File: src/rbv_pkg.sv
// constants and state types for the clock/calendar value register block
`default_nettype none
package rbv_pkg;
    // apb byte addresses of the four words
    localparam logic [11:0] CFG_OFFSET   = 12'h000; // time control word
    localparam logic [11:0] ACFG_OFFSET  = 12'h004; // alarm pointer word
    localparam logic [11:0] TWIN_OFFSET  = 12'h008; // time value window
    localparam logic [11:0] AWIN_OFFSET  = 12'h00c; // alarm value window
    // control word bit positions
    localparam int RUN_BIT  = 15; // counting enable
    localparam int WREN_BIT = 13; // time_write_enable
    localparam int HALF_BIT = 11; // half_second_status, read only
    localparam int PTR_LSB  = 8;  // window pointer, two bits
    // window pointer indexes
    localparam logic [1:0] IDX_MINUTES_SECONDS_VALUE = 2'h0; // minutes / seconds
    localparam logic [1:0] IDX_WKHR   = 2'h1; // weekday / hours
    localparam logic [1:0] IDX_MONTH_DAY_VALUE  = 2'h2; // month / day
    localparam logic [1:0] IDX_YEAR   = 2'h3; // year, lower byte only
    // implemented bits per window entry, index 3 first
    localparam logic [3:0][15:0] TIME_RD_MASK  = {16'h00ff, 16'h1f3f, 16'h073f, 16'h7f7f};
    localparam logic [3:0][15:0] TIME_WR_MASK  = {16'h00ff, 16'h003f, 16'h073f, 16'h7f7f};
    localparam logic [3:0][15:0] ALARM_RD_MASK = {16'h0000, 16'h1f3f, 16'h073f, 16'h7f7f};
    // bcd limits of the counting chain
    localparam logic [7:0] SEC_LAST   = 8'h59;
    localparam logic [7:0] MIN_LAST   = 8'h59;
    localparam logic [7:0] HOUR_LAST  = 8'h23;
    localparam logic [7:0] MONTH_LAST = 8'h12;
    localparam logic [7:0] YEAR_LAST  = 8'h99;
    localparam logic [7:0] ZERO_FIRST = 8'h00;
    localparam logic [7:0] ONE_FIRST  = 8'h01;
    localparam logic [2:0] WEEKDAY_VALUE_LAST  = 3'h6;
    // half-second time base
    localparam int CLK_MHZ         = 125;
    localparam int HALF_SEC_MS     = 500;
    localparam int HALF_SEC_CYCLES = HALF_SEC_MS * 1000 * CLK_MHZ;
    localparam int TICK_W          = 26;
    // whole state of the block
    typedef struct packed {
        logic [3:0][15:0] tv;    // time values, by pointer index
        logic [3:0][15:0] av;    // alarm values, index 3 unimplemented
        logic             run;   // counting enable
        logic             wren;  // time_write_enable
        logic             half;  // half_second_status
        logic [1:0]       tptr;  // time_window_pointer
        logic [1:0]       aptr;  // alarm_window_pointer
        logic [TICK_W-1:0] tick; // half-second divider
        logic [31:0]      rdata; // read data captured in setup
        logic             err;   // unmapped address seen in setup
    } rbv_state_t;
endpackage : rbv_pkg
`default_nettype wire

File: src/rbv_rtc_values.sv
// clock/calendar time and alarm value registers behind an apb slave
//
// Local design decisions: the placing of the registers and the APB interface to the registers.
`default_nettype none
module rbv_rtc_values
    import rbv_pkg::*;
#(
    parameter int unsigned HALF_CYCLES = rbv_pkg::HALF_SEC_CYCLES // half-second period
) (
    input  wire logic        pclk,       // bus clock, 125 MHz
    input  wire logic        presetn,    // async reset, active low
    input  wire logic        psel,       // apb select
    input  wire logic        penable,    // apb access phase
    input  wire logic        pwrite,     // apb direction
    input  wire logic [11:0] paddr,      // apb byte address
    input  wire logic [31:0] pwdata,     // apb write data
    input  wire logic [3:0]  pstrb,      // apb byte strobes
    output logic             pready,     // apb ready
    output logic [31:0]      prdata,     // apb read data
    output logic             pslverr,    // apb error
    output logic             half_second // half_second_status level
);
    import rbv_pkg::*;

    localparam logic [TICK_W-1:0] TICK_LAST = TICK_W'(HALF_CYCLES - 1); // divider end

    rbv_state_t s_q; // registered state
    rbv_state_t s_d; // next state

    // register map seen from the bus, all words 32 bits, upper half reads zero
    //   control word: run, time_write_enable, half_second_status, time pointer
    //   alarm pointer word: alarm_window_pointer only
    //   time window: entry chosen by time_window_pointer
    //   alarm window: entry chosen by alarm_window_pointer
    // time window entries by pointer value
    //   0: minutes upper byte, seconds lower byte
    //   1: weekday upper byte, hours lower byte
    //   2: month upper byte (read only), day lower byte
    //   3: year lower byte, upper byte unimplemented
    // alarm window entries by pointer value
    //   0: alarm minutes / seconds, always writable
    //   1: alarm weekday / hours, needs time_write_enable
    //   2: alarm month / day, needs time_write_enable
    //   3: unimplemented, reads zero, writes dropped
    // pointer behaviour
    //   steps toward zero on a window read
    //   steps toward zero on a window write with the upper strobe
    //   a lower-byte-only write leaves the pointer in place
    //   blocked writes still step the pointer
    //   the pointer rests at zero, never wraps to three
    // write gating
    //   time_write_enable clear drops every time window write
    //   run bit changes only while the enable is already set
    //   the enable itself has no unlock sequence here
    // read path
    //   read data captured at the setup edge
    //   access phase only completes, no wait states
    //   unmapped addresses answer with an error and read zero
    // counting
    //   half_second_status toggles once per divider period
    //   seconds advance when the second half of a second ends
    //   carries ripple seconds, minutes, hours, day and weekday
    //   day wraps at the length of the current month
    //   leap years when the bcd year is a multiple of four
    //   month wraps twelve to one, year wraps 99 to 00
    // hazards
    //   a bus write in the counting cycle wins over the count
    //   software must read twice to catch a ripple between bytes
    //   out-of-range digits written by software count onward as is
    //   the divider restarts on an accepted seconds write

    // bcd step of a two-digit value, wrapping from last to first
    function automatic logic [7:0] bcd_step(input logic [7:0] v, input logic [7:0] last,
                                            input logic [7:0] first);
        logic [7:0] r;
        r = v;
        if (v == last) begin // wrap with carry out
            r = first;
        end else if (v[3:0] == 4'h9) begin // ones digit carries into tens
            r = {v[7:4] + 4'h1, 4'h0};
        end else begin
            r = {v[7:4], v[3:0] + 4'h1};
        end
        return r;
    endfunction : bcd_step

    // last day of a bcd month, leap years every fourth bcd year
    function automatic logic [7:0] month_last_day(input logic [7:0] mth, input logic [7:0] yr);
        logic leap;
        logic [7:0] r;
        leap = (!yr[4] && (yr[3:0] == 4'h0 || yr[3:0] == 4'h4 || yr[3:0] == 4'h8))
            || (yr[4] && (yr[3:0] == 4'h2 || yr[3:0] == 4'h6));
        r = 8'h31;
        if (mth == 8'h02) begin // february
            r = leap ? 8'h29 : 8'h28;
        end else if (mth == 8'h04 || mth == 8'h06 || mth == 8'h09 || mth == 8'h11) begin
            r = 8'h30;
        end
        return r;
    endfunction : month_last_day

    // masked merge of a write into a value under byte strobes
    function automatic logic [15:0] merge(input logic [15:0] old, input logic [15:0] wd,
                                          input logic [15:0] m, input logic hi,
                                          input logic lo);
        logic [15:0] k;
        k = m & {{8{hi}}, {8{lo}}};
        return (old & ~k) | (wd & k);
    endfunction : merge

    // one pointer step toward zero, stopping there
    function automatic logic [1:0] ptr_down(input logic [1:0] p);
        return (p == 2'h0) ? 2'h0 : p - 2'h1;
    endfunction : ptr_down

    // next-state logic: time base, counting chain, then bus accesses
    always_comb begin
        logic       setup;
        logic       access;
        logic       sec_evt;
        logic [7:0] v;
        logic       alarm_ok;
        logic [7:0] mlast;
        logic [7:0] nx;
        setup    = psel && !penable;
        access   = psel && penable;
        sec_evt  = 1'b0;
        v        = 8'h00;
        alarm_ok = 1'b0;
        mlast    = 8'h00;
        nx       = 8'h00;
        s_d      = s_q;

        // half-second divider, idle while stopped
        if (!s_q.run) begin
            s_d.tick = '0;
        end else if (s_q.tick == TICK_LAST) begin
            s_d.tick = '0;
            s_d.half = !s_q.half;
            sec_evt  = s_q.half; // second ends when second half ends
        end else begin
            s_d.tick = s_q.tick + TICK_W'(1);
        end

        // counting chain with carries kept in bcd range
        // each digit pair wraps to its first value and carries once
        // only the field that wraps passes a carry to the next field
        // the weekday steps together with the day
        if (sec_evt) begin
            v = s_q.tv[IDX_MINUTES_SECONDS_VALUE][7:0];
            s_d.tv[IDX_MINUTES_SECONDS_VALUE][7:0] = bcd_step(v, SEC_LAST, ZERO_FIRST);
            if (v == SEC_LAST) begin // minute carry
                v = s_q.tv[IDX_MINUTES_SECONDS_VALUE][15:8];
                s_d.tv[IDX_MINUTES_SECONDS_VALUE][15:8] = bcd_step(v, MIN_LAST, ZERO_FIRST);
                if (v == MIN_LAST) begin // hour carry
                    v = s_q.tv[IDX_WKHR][7:0];
                    s_d.tv[IDX_WKHR][7:0] = bcd_step(v, HOUR_LAST, ZERO_FIRST);
                    if (v == HOUR_LAST) begin // day carry
                        s_d.tv[IDX_WKHR][10:8] = (s_q.tv[IDX_WKHR][10:8] == WEEKDAY_VALUE_LAST)
                            ? 3'h0 : s_q.tv[IDX_WKHR][10:8] + 3'h1;
                        v     = s_q.tv[IDX_MONTH_DAY_VALUE][7:0];
                        mlast = month_last_day({3'h0, s_q.tv[IDX_MONTH_DAY_VALUE][12:8]},
                                               s_q.tv[IDX_YEAR][7:0]); // month length
                        s_d.tv[IDX_MONTH_DAY_VALUE][7:0] = bcd_step(v, mlast, ONE_FIRST);
                        if (v == mlast) begin // month carry
                            v  = {3'h0, s_q.tv[IDX_MONTH_DAY_VALUE][12:8]};
                            nx = bcd_step(v, MONTH_LAST, ONE_FIRST); // next month
                            s_d.tv[IDX_MONTH_DAY_VALUE][12:8] = nx[4:0];
                            if (v == MONTH_LAST) begin // year carry
                                s_d.tv[IDX_YEAR][7:0] = bcd_step(s_q.tv[IDX_YEAR][7:0],
                                    YEAR_LAST, ZERO_FIRST);
                            end
                        end
                    end
                end
            end
        end

        // setup phase: capture read data and decode result
        if (setup) begin
            s_d.err   = 1'b0;
            s_d.rdata = 32'h0000_0000;
            unique case (paddr)
                CFG_OFFSET: begin // control word, other bits read zero
                    s_d.rdata[RUN_BIT]            = s_q.run;
                    s_d.rdata[WREN_BIT]           = s_q.wren;
                    s_d.rdata[HALF_BIT]           = s_q.half;
                    s_d.rdata[PTR_LSB +: 2]       = s_q.tptr;
                end
                ACFG_OFFSET: begin // alarm pointer word
                    s_d.rdata[PTR_LSB +: 2] = s_q.aptr;
                end
                TWIN_OFFSET: begin // selected time entry, unused bits zero
                    s_d.rdata[15:0] = s_q.tv[s_q.tptr] & TIME_RD_MASK[s_q.tptr];
                end
                AWIN_OFFSET: begin // selected alarm entry, index 3 reads zero
                    s_d.rdata[15:0] = s_q.av[s_q.aptr] & ALARM_RD_MASK[s_q.aptr];
                end
                default: begin // unmapped address
                    s_d.err = 1'b1;
                end
            endcase
        end

        // access phase: writes and pointer steps, taking priority over counting
        if (access && !s_q.err) begin
            unique case (paddr)
                CFG_OFFSET: begin
                    if (pwrite && pstrb[1]) begin
                        s_d.wren = pwdata[WREN_BIT];
                        s_d.tptr = pwdata[PTR_LSB +: 2];
                        if (s_q.wren) begin // enable changes only while unlocked
                            s_d.run = pwdata[RUN_BIT];
                        end
                    end
                end
                ACFG_OFFSET: begin
                    if (pwrite && pstrb[1]) begin
                        s_d.aptr = pwdata[PTR_LSB +: 2];
                    end
                end
                TWIN_OFFSET: begin
                    if (pwrite && s_q.wren) begin
                        s_d.tv[s_q.tptr] = merge(s_q.tv[s_q.tptr], pwdata[15:0],
                            TIME_WR_MASK[s_q.tptr], pstrb[1], pstrb[0]);
                        if (pstrb[0] && s_q.tptr == IDX_MINUTES_SECONDS_VALUE) begin
                            s_d.half = 1'b0;
                            s_d.tick = '0;
                        end
                    end
                    if (!pwrite || pstrb[1]) begin
                        s_d.tptr = ptr_down(s_q.tptr);
                    end
                end
                AWIN_OFFSET: begin
                    alarm_ok = s_q.wren || s_q.aptr == IDX_MINUTES_SECONDS_VALUE;
                    if (pwrite && alarm_ok) begin
                        s_d.av[s_q.aptr] = merge(s_q.av[s_q.aptr], pwdata[15:0],
                            ALARM_RD_MASK[s_q.aptr], pstrb[1], pstrb[0]);
                    end
                    if (!pwrite || pstrb[1]) begin
                        s_d.aptr = ptr_down(s_q.aptr);
                    end
                end
                default: begin // nothing to do
                end
            endcase
        end
    end

    // state register; values cleared for determinism only
    // software must still treat the value fields as unknown after reset
    // the reset branch loads constants only
    always_ff @(posedge pclk or negedge presetn) begin
        if (!presetn) begin
            s_q <= '0;
        end else begin
            s_q <= s_d;
        end
    end

    // bus answers: zero wait, data from flops
    assign pready      = 1'b1;
    assign prdata      = s_q.rdata;
    assign pslverr     = psel && penable && s_q.err;
    assign half_second = s_q.half;

endmodule : rbv_rtc_values
`default_nettype wire

File: config.mk
export PLATFORM = sky130hd
export DESIGN_NAME = rbv_rtc_values
export DESIGN_NICKNAME = d
export VERILOG_FILES = /design/src/rbv_pkg.sv /design/src/rbv_rtc_values.sv
export SDC_FILE = /design/constraint.sdc
export NUM_CORES = 1
export LEC_CHECK = 0
export BUFFER_PORTS_ARGS = -buffer_cell sky130_fd_sc_hd__buf_2
export CAP_MARGIN = 20
export CORE_ASPECT_RATIO = 1.1
export CORE_UTILIZATION = 30
export CTS_CLUSTER_DIAMETER = 80
export CTS_CLUSTER_SIZE = 40
export DETAILED_ROUTE_END_ITERATION = 10
export PLACE_DENSITY = 0.5
export SYNTH_ARGS = -nofsm -noshare
export SYNTH_HDL_FRONTEND = slang
export SYNTH_SLANG_ARGS = --single-unit
File: constraint.sdc
create_clock -name pclk -period 3.7 [get_ports pclk]
set_input_delay 0.37 -clock pclk [delete_from_list [all_inputs] [get_ports pclk]]
set_output_delay 0.37 -clock pclk [all_outputs]
set_load 0.02 [all_outputs]
# Yosys cells after proc, flatten, opt, wreduce, memory -nomap -nowiden
# Cells that the tools add are included.
dict set report totals {
  word_cells 207
  output_inout_bits 35
  ramBits 0
  latch_bits 0
  reg_bits 178
  romBits 0
  n_memories 0
  input_bits 53
}
dict set report op_classes {
  eq_ne 30
  div_mod_pow 0
  muxes 87
  multipliers 0
  order_cmp 4
  addsub 16
  reduce_logical 39
  n_shift 0
  bitwise 12
}
# operator n
set ops {}
lappend ops {{16-bit binary-select mux with 2-bit select} 5}
lappend ops {{8-bit two-way mux} 20}
lappend ops {{153-bit two-way mux} 1}
lappend ops {{26-bit two-way mux} 5}
lappend ops {{16-bit AND} 8}
lappend ops {{64-bit bitwise mux} 2}
lappend ops {{64-bit two-way mux} 2}
lappend ops {{16-bit two-way mux} 7}
lappend ops {{56-bit two-way mux} 2}
lappend ops {{16-bit demux with 2-bit select} 2}
lappend ops {{13-bit two-way mux} 4}
lappend ops {{4-bit by 1-bit adder with 4-bit output, second input constant} 11}
lappend ops {{16-bit inverter} 2}
lappend ops {{16-bit OR} 2}
lappend ops {{4-bit equality test, second input constant} 7}
lappend ops {{27-bit two-way mux} 1}
lappend ops {{26-bit by 1-bit adder with 26-bit output, second input constant} 1}
lappend ops {{26-bit equality test, second input constant} 1}
lappend ops {{12-bit by 4-bit equality test with 1-bit output, second input constant} 2}
lappend ops {{5-bit two-way mux} 4}
lappend ops {{19-bit two-way mux} 1}
lappend ops {{8-bit by 7-bit equality test with 1-bit output, second input constant} 2}
lappend ops {{8-bit one-hot mux with 2 select lines} 1}
lappend ops {{2-bit two-way mux} 7}
lappend ops {{other kinds (34)} 88}

# Logic depth before layout (Yosys ltp)
dict set report logic_depth {
  word_depth 21
  ltp_mapped 12
  depth_no_buf 10
}

# Least setup slack after synthesis
# OpenSTA, ideal clock, no wires.
dict set report synth_timing {
  path_type {flip-flop to flip-flop}
  start {register s_q[39] in the netlist's numbering}
  end {register s_q[185] in the netlist's numbering}
  stages_incl_launch_ff 13
  path_buffers 2
  setup_time_ns 0.144
  period_less_slack_ns 3.161
  t_required_ns 3.556
  t_arrival_ns 3.017
  setup_slack_ns 0.539
  cell_sequence {dfrtp_1 nor4b_1 nand4_1 nor4_1 ha_1 and2_1 clkbuf_1 nand3_1 a2111o_1 or3_1 clkbuf_2 o31ai_1 a22oi_1}
}
# item line_no
set synth_rtl {}
lappend synth_rtl {{start, declared} rbv_rtc_values.sv:27} ;# rbv_state_t s_q;
lappend synth_rtl {{start signal, assigned} rbv_rtc_values.sv:256} ;# s_q <= '0;
lappend synth_rtl {{start signal, assigned} rbv_rtc_values.sv:258} ;# s_q <= s_d;

==> run_results.csv <==
group,metric,value,unit
synth,synth-adder-area-share,3.22,%
floorplan,fp.dieW,174,um
sta,finalClockSkew,14.0,ps
status,failed_checks,"negative hold slack",
final_layout,multi_input_comb_area,4890,sq um
worst_setup_path,largest_stage_delay_on_the_critical_path,490,ps
sta,finalHoldViolations,10,
pwr,static-leakage-power,4.79,nW
worst_setup_path,worst_ep_arrival_time,3640,ps
synth,synthXorXnorAreaFrac,2.43,%
cts,clk-insertion-delay-late,440,ps
synth,synth_cell_types,66,
global_route,grt_start_max_net_pins,81,
place,numPortBuffers,52,
place,place.detailed.instances,1438,
cts,ctsRootBufferMaster,"sky130_fd_sc_hd__clkbuf_16",
final_layout,fill_cells,3283,
synth,syn-mean-instance-area,9.40,sq um
final_layout,flow.area_growth_from_synthesis,11.2,%
worst_setup_path,reg2reg_slack,360,ps
worst_setup_path,worstPathCellList,"nor4b_1 > nand4_1 > nor4_1 > ha_1 > and2_1 > nand3_1 > a2111o_1 > or3_1 > o31ai_1 > a22oi_1",
cts,cts_post_setup_buffers_inserted,0,
global_route,vias_in_the_first_global_route,7427,
pwr,worst_ir_drop_vdd,0.287,mV
synth,synth_top_area_share,43.8,%
sta,setup_viol,0,
sta,slew_headroom,39.2,%
synth,synth.ff_latch_count,170,
final_layout,seq_area,4250,sq um
worst_setup_path,critical_path.endpoint,"s_q[185]",
flow_run,max-cap-violations,0,
floorplan,ios,88,
global_route,met3_usage,2.29,%
synth,synthMuxAreaShare,10.9,%
synth,synth_compound_gate_area_share,13.8,%
sta,rsz0062_at_grt,"false",
synth,count_of_flip_flops_with_a_built_in_enable_after_synthesis,0,
worst_setup_path,worst_path_dominant_cell_family,"simple AND/OR/NAND/NOR gates",
cts,cts_hold_repair.buffers,0,
floorplan,initial_core_utilization,30.7,%
sta,min_period,3340,ps
final_layout,drive_above_1_share,14.2,%
synth,synth_warnings,0,
worst_setup_path,maximum_fanout_along_the_worst_path,8,
cts,clock-sinks,170,
detailed_routing,routedWlPerCell,18.1,um
synth,synth_top_family_by_area,"simple AND/OR/NAND/NOR gates",
global_route,grt_util_all_layers,16.7,%
worst_setup_path,worst-r2r-cell-count,10,
sta,min_period_over_period,90.4,%
detailed_routing,detail_route.wirelength,26600,um
global_route,number_of_antenna_violations_at_the_first_check_in_global_routing,0,
global_route,grt-ovfl-total,0,
global_route,grtUsageMet1,23.0,%
global_route,gr-usage-met2,27.4,%
synth,ys_seq_area_share,43.8,%
cts,cts_inserted_buffers,17,
sta,timing_max_transition_violations_final,0,
place,gp_congestion,0.880,
worst_setup_path,cp.buffers_inverters,0,
pwr,power_per_cell_area,354,nW/um^2
synth,syn_area,9720,sq um
floorplan,core_region_area,31700,sq um
detailed_routing,firstDrtPassIters,5,
sta,maxClockFrequency,299,MHz
worst_setup_path,reg2reg_from,"s_q[39]",
synth,synthCells,1034,
final_layout,design.final.nets,1115,
detailed_routing,dr_total_vias,7542,
sta,setup_total_negative_slack,0,ps
cts,maximum_level_of_the_cts_h_tree,4,
detailed_routing,routed_via_density,5.13,
floorplan,rows,68,
worst_setup_path,cell_with_the_largest_stage_delay_on_the_worst_path,"sky130_fd_sc_hd__or3_1",
place,dp_hpwl,19600,um
global_route,busiest_layer,"met2",
worst_setup_path,timing_worst_setup_path_type,"reg -> reg",
floorplan,floorplan_die_area,33100,sq um
synth,share_of_synthesized_cell_area_in_and_or_nand_and_nor_gates,19.2,%
cts,clockBufferDepth,2,
final_layout,stdcell_count,1470,
worst_setup_path,startpoint_type,"flip-flop",
cts,tritoncts,"yes",
detailed_routing,drc_errors,0,
worst_setup_path,worstSetupEndpointType,"flip-flop",
cts,cts_repair_resize_count,0,
floorplan,die_h,191,um
sta,max_slew.worst_pin.slew,911,ps
worst_setup_path,reg2reg_to,"s_q[185]",
synth,yosysTopAreaCell,"sky130_fd_sc_hd__dfrtp_1",
cts,clkTransAtPathRegs,80,ps
synth,synth_async_reset_ratio,100,%
final_layout,antenna_cells,0,
worst_setup_path,worstPathRequired,3990,ps
status,status,"complete, but fails checks",
worst_setup_path,crit_path_launch,"s_q[39]",
global_route,first_pass_grt_wire_length,43000,um
synth,synth_top_cells_by_area,"sky130_fd_sc_hd__dfrtp_1 (44%), sky130_fd_sc_hd__mux2i_1 (5.3%), sky130_fd_sc_hd__mux4_2 (4.6%)",
sta,timing.hold.ws,-47.5,ps
synth,flip_flop_cell_with_the_highest_count_after_synthesis,"sky130_fd_sc_hd__dfrtp_1",
detailed_routing,antenna_violating_nets_post_route,0,
min_path,worst_min_path_class,"in -> async",
detailed_routing,initialDrtViolationCount,534,
worst_setup_path,worstSetupPathDepth,10,
==> cell usage after synthesis, drive strengths merged, types with 3 or more instances <==
library cell	count
nand3b	11
or4	4
mux2	9
dfrtp	170
nor2b	6
and3	24
ha	25
a211o	3
o211a	3
a41oi	3
mux2i	51
o21a	5
xnor2	14
nand2b	5
a221oi	9
mux4	20
a31oi	11
nand3	38
nor2	83
or3	5
nor3b	3
clkbuf	73
a21oi	55
nor3	30
nor4b	3
and2	9
nor4	10
o21ai	83
o211ai	7
buf	39
o22ai	3
and3b	5
a211oi	14
nand2	112
a22oi	7
xor2	13
and4	7
inv	23
nand4	14
==> worst min-delay path by stage <==
stage | start | end | slack, ps | cells after the start
3_3_place_gp | s_q[111] | s_q[111] | 360 | 0
6_report | presetn | s_q[69] | -50 | 1
5_1_grt | presetn | s_q[69] | 20 | 1
4_1_cts | presetn | s_q[69] | 2 | 1
2_1_floorplan | presetn | half_second | 70 | 0
3_5_place_dp | s_q[104] | s_q[104] | 360 | 0
==> power breakdown <==
part	leakage [nW]	switching [mW]	internal [mW]
clock	0.269	0.843	0.910
combinational	2.28	0.143	0.0545
sequential	2.24	0.00605	1.87
total	4.79	0.991	2.83
==> sequential cells by signal, indices dropped and copies added, names as in the netlist <==
register	flops
half_second	1
s_q	153
prdata	16
==> placed cells by master (no fill, tap or decap), drive strengths merged, types with 4 or more instances in the layout <==
master and count:
nand3b 11, a211oi 14, and4 7, and3b 5, inv 30, a221oi 9, buf 81, and3 24
nand2 112, nand2b 5, or4 4, mux4 20, o21a 5, ha 25, xor2 13, and2 9
a21oi 55, o21ai 83, a31oi 11, nor3 30, clkbuf 19, mux2i 51, nor2b 6, a22oi 7
mux2 9, or3 5, dfrtp 170, nor4 10, nand4 14, nand3 38, xnor2 14, o211ai 7
nor2 83, conb 17, clkinvlp 4
==> final cells by class <==
cell class,instances,area share [%]
clock buffers,19,4.10
clock inverters,13,1.19
inverters,23,0.799
multi-input cells,744,45.2
flip-flops and latches,170,39.4
well taps,420,4.86
repair buffers,81,4.48
==> per-layer routing <==
layer | wire length (um) | vias to the layer above
met5 | 0 | -
met4 | 444 | 0
met3 | 947 | 26
met2 | 12500 | 152
met1 | 12700 | 3703
li1 | - | 3661
==> cells by family (layout without fill, tap and decap cells) <==
group	count (synthesis)	in the layout
muxes	80	80
DFF	170	170
buffers and inverters	135	136
and+or+nand+nor	374	374
AOI/OAI and AO/OA	221	221
other	2	17
adders and majority gates	25	25
xor gates and xnor gates	27	27
==> worst register-to-register path, delay by kind of cell, from the launching register on <==
kind / cells / cell delay (ps)
DFF: 1 / 430
AOI/OAI and AO/OA: 3 / 760
adders and majority gates: 1 / 310
and+or+nand+nor: 6 / 1710
==> through the flow <==
stage	area, sq um	setup WS [ps]	power [mW]	utilization (%)	hold WS [ps]
after global routing	10800	30.5	3.96	34.2	18.9
after CTS	10800	261	3.87	34.2	2.31
after floorplan	9770	539	2.03	-	74.4
after detailed placement	10200	284	2.11	32.3	363
final	10800	356	3.82	34.2	-47.5
after global placement	10200	296	2.11	32.3	361
No activity file was read; power rests on OpenSTA's default activity.
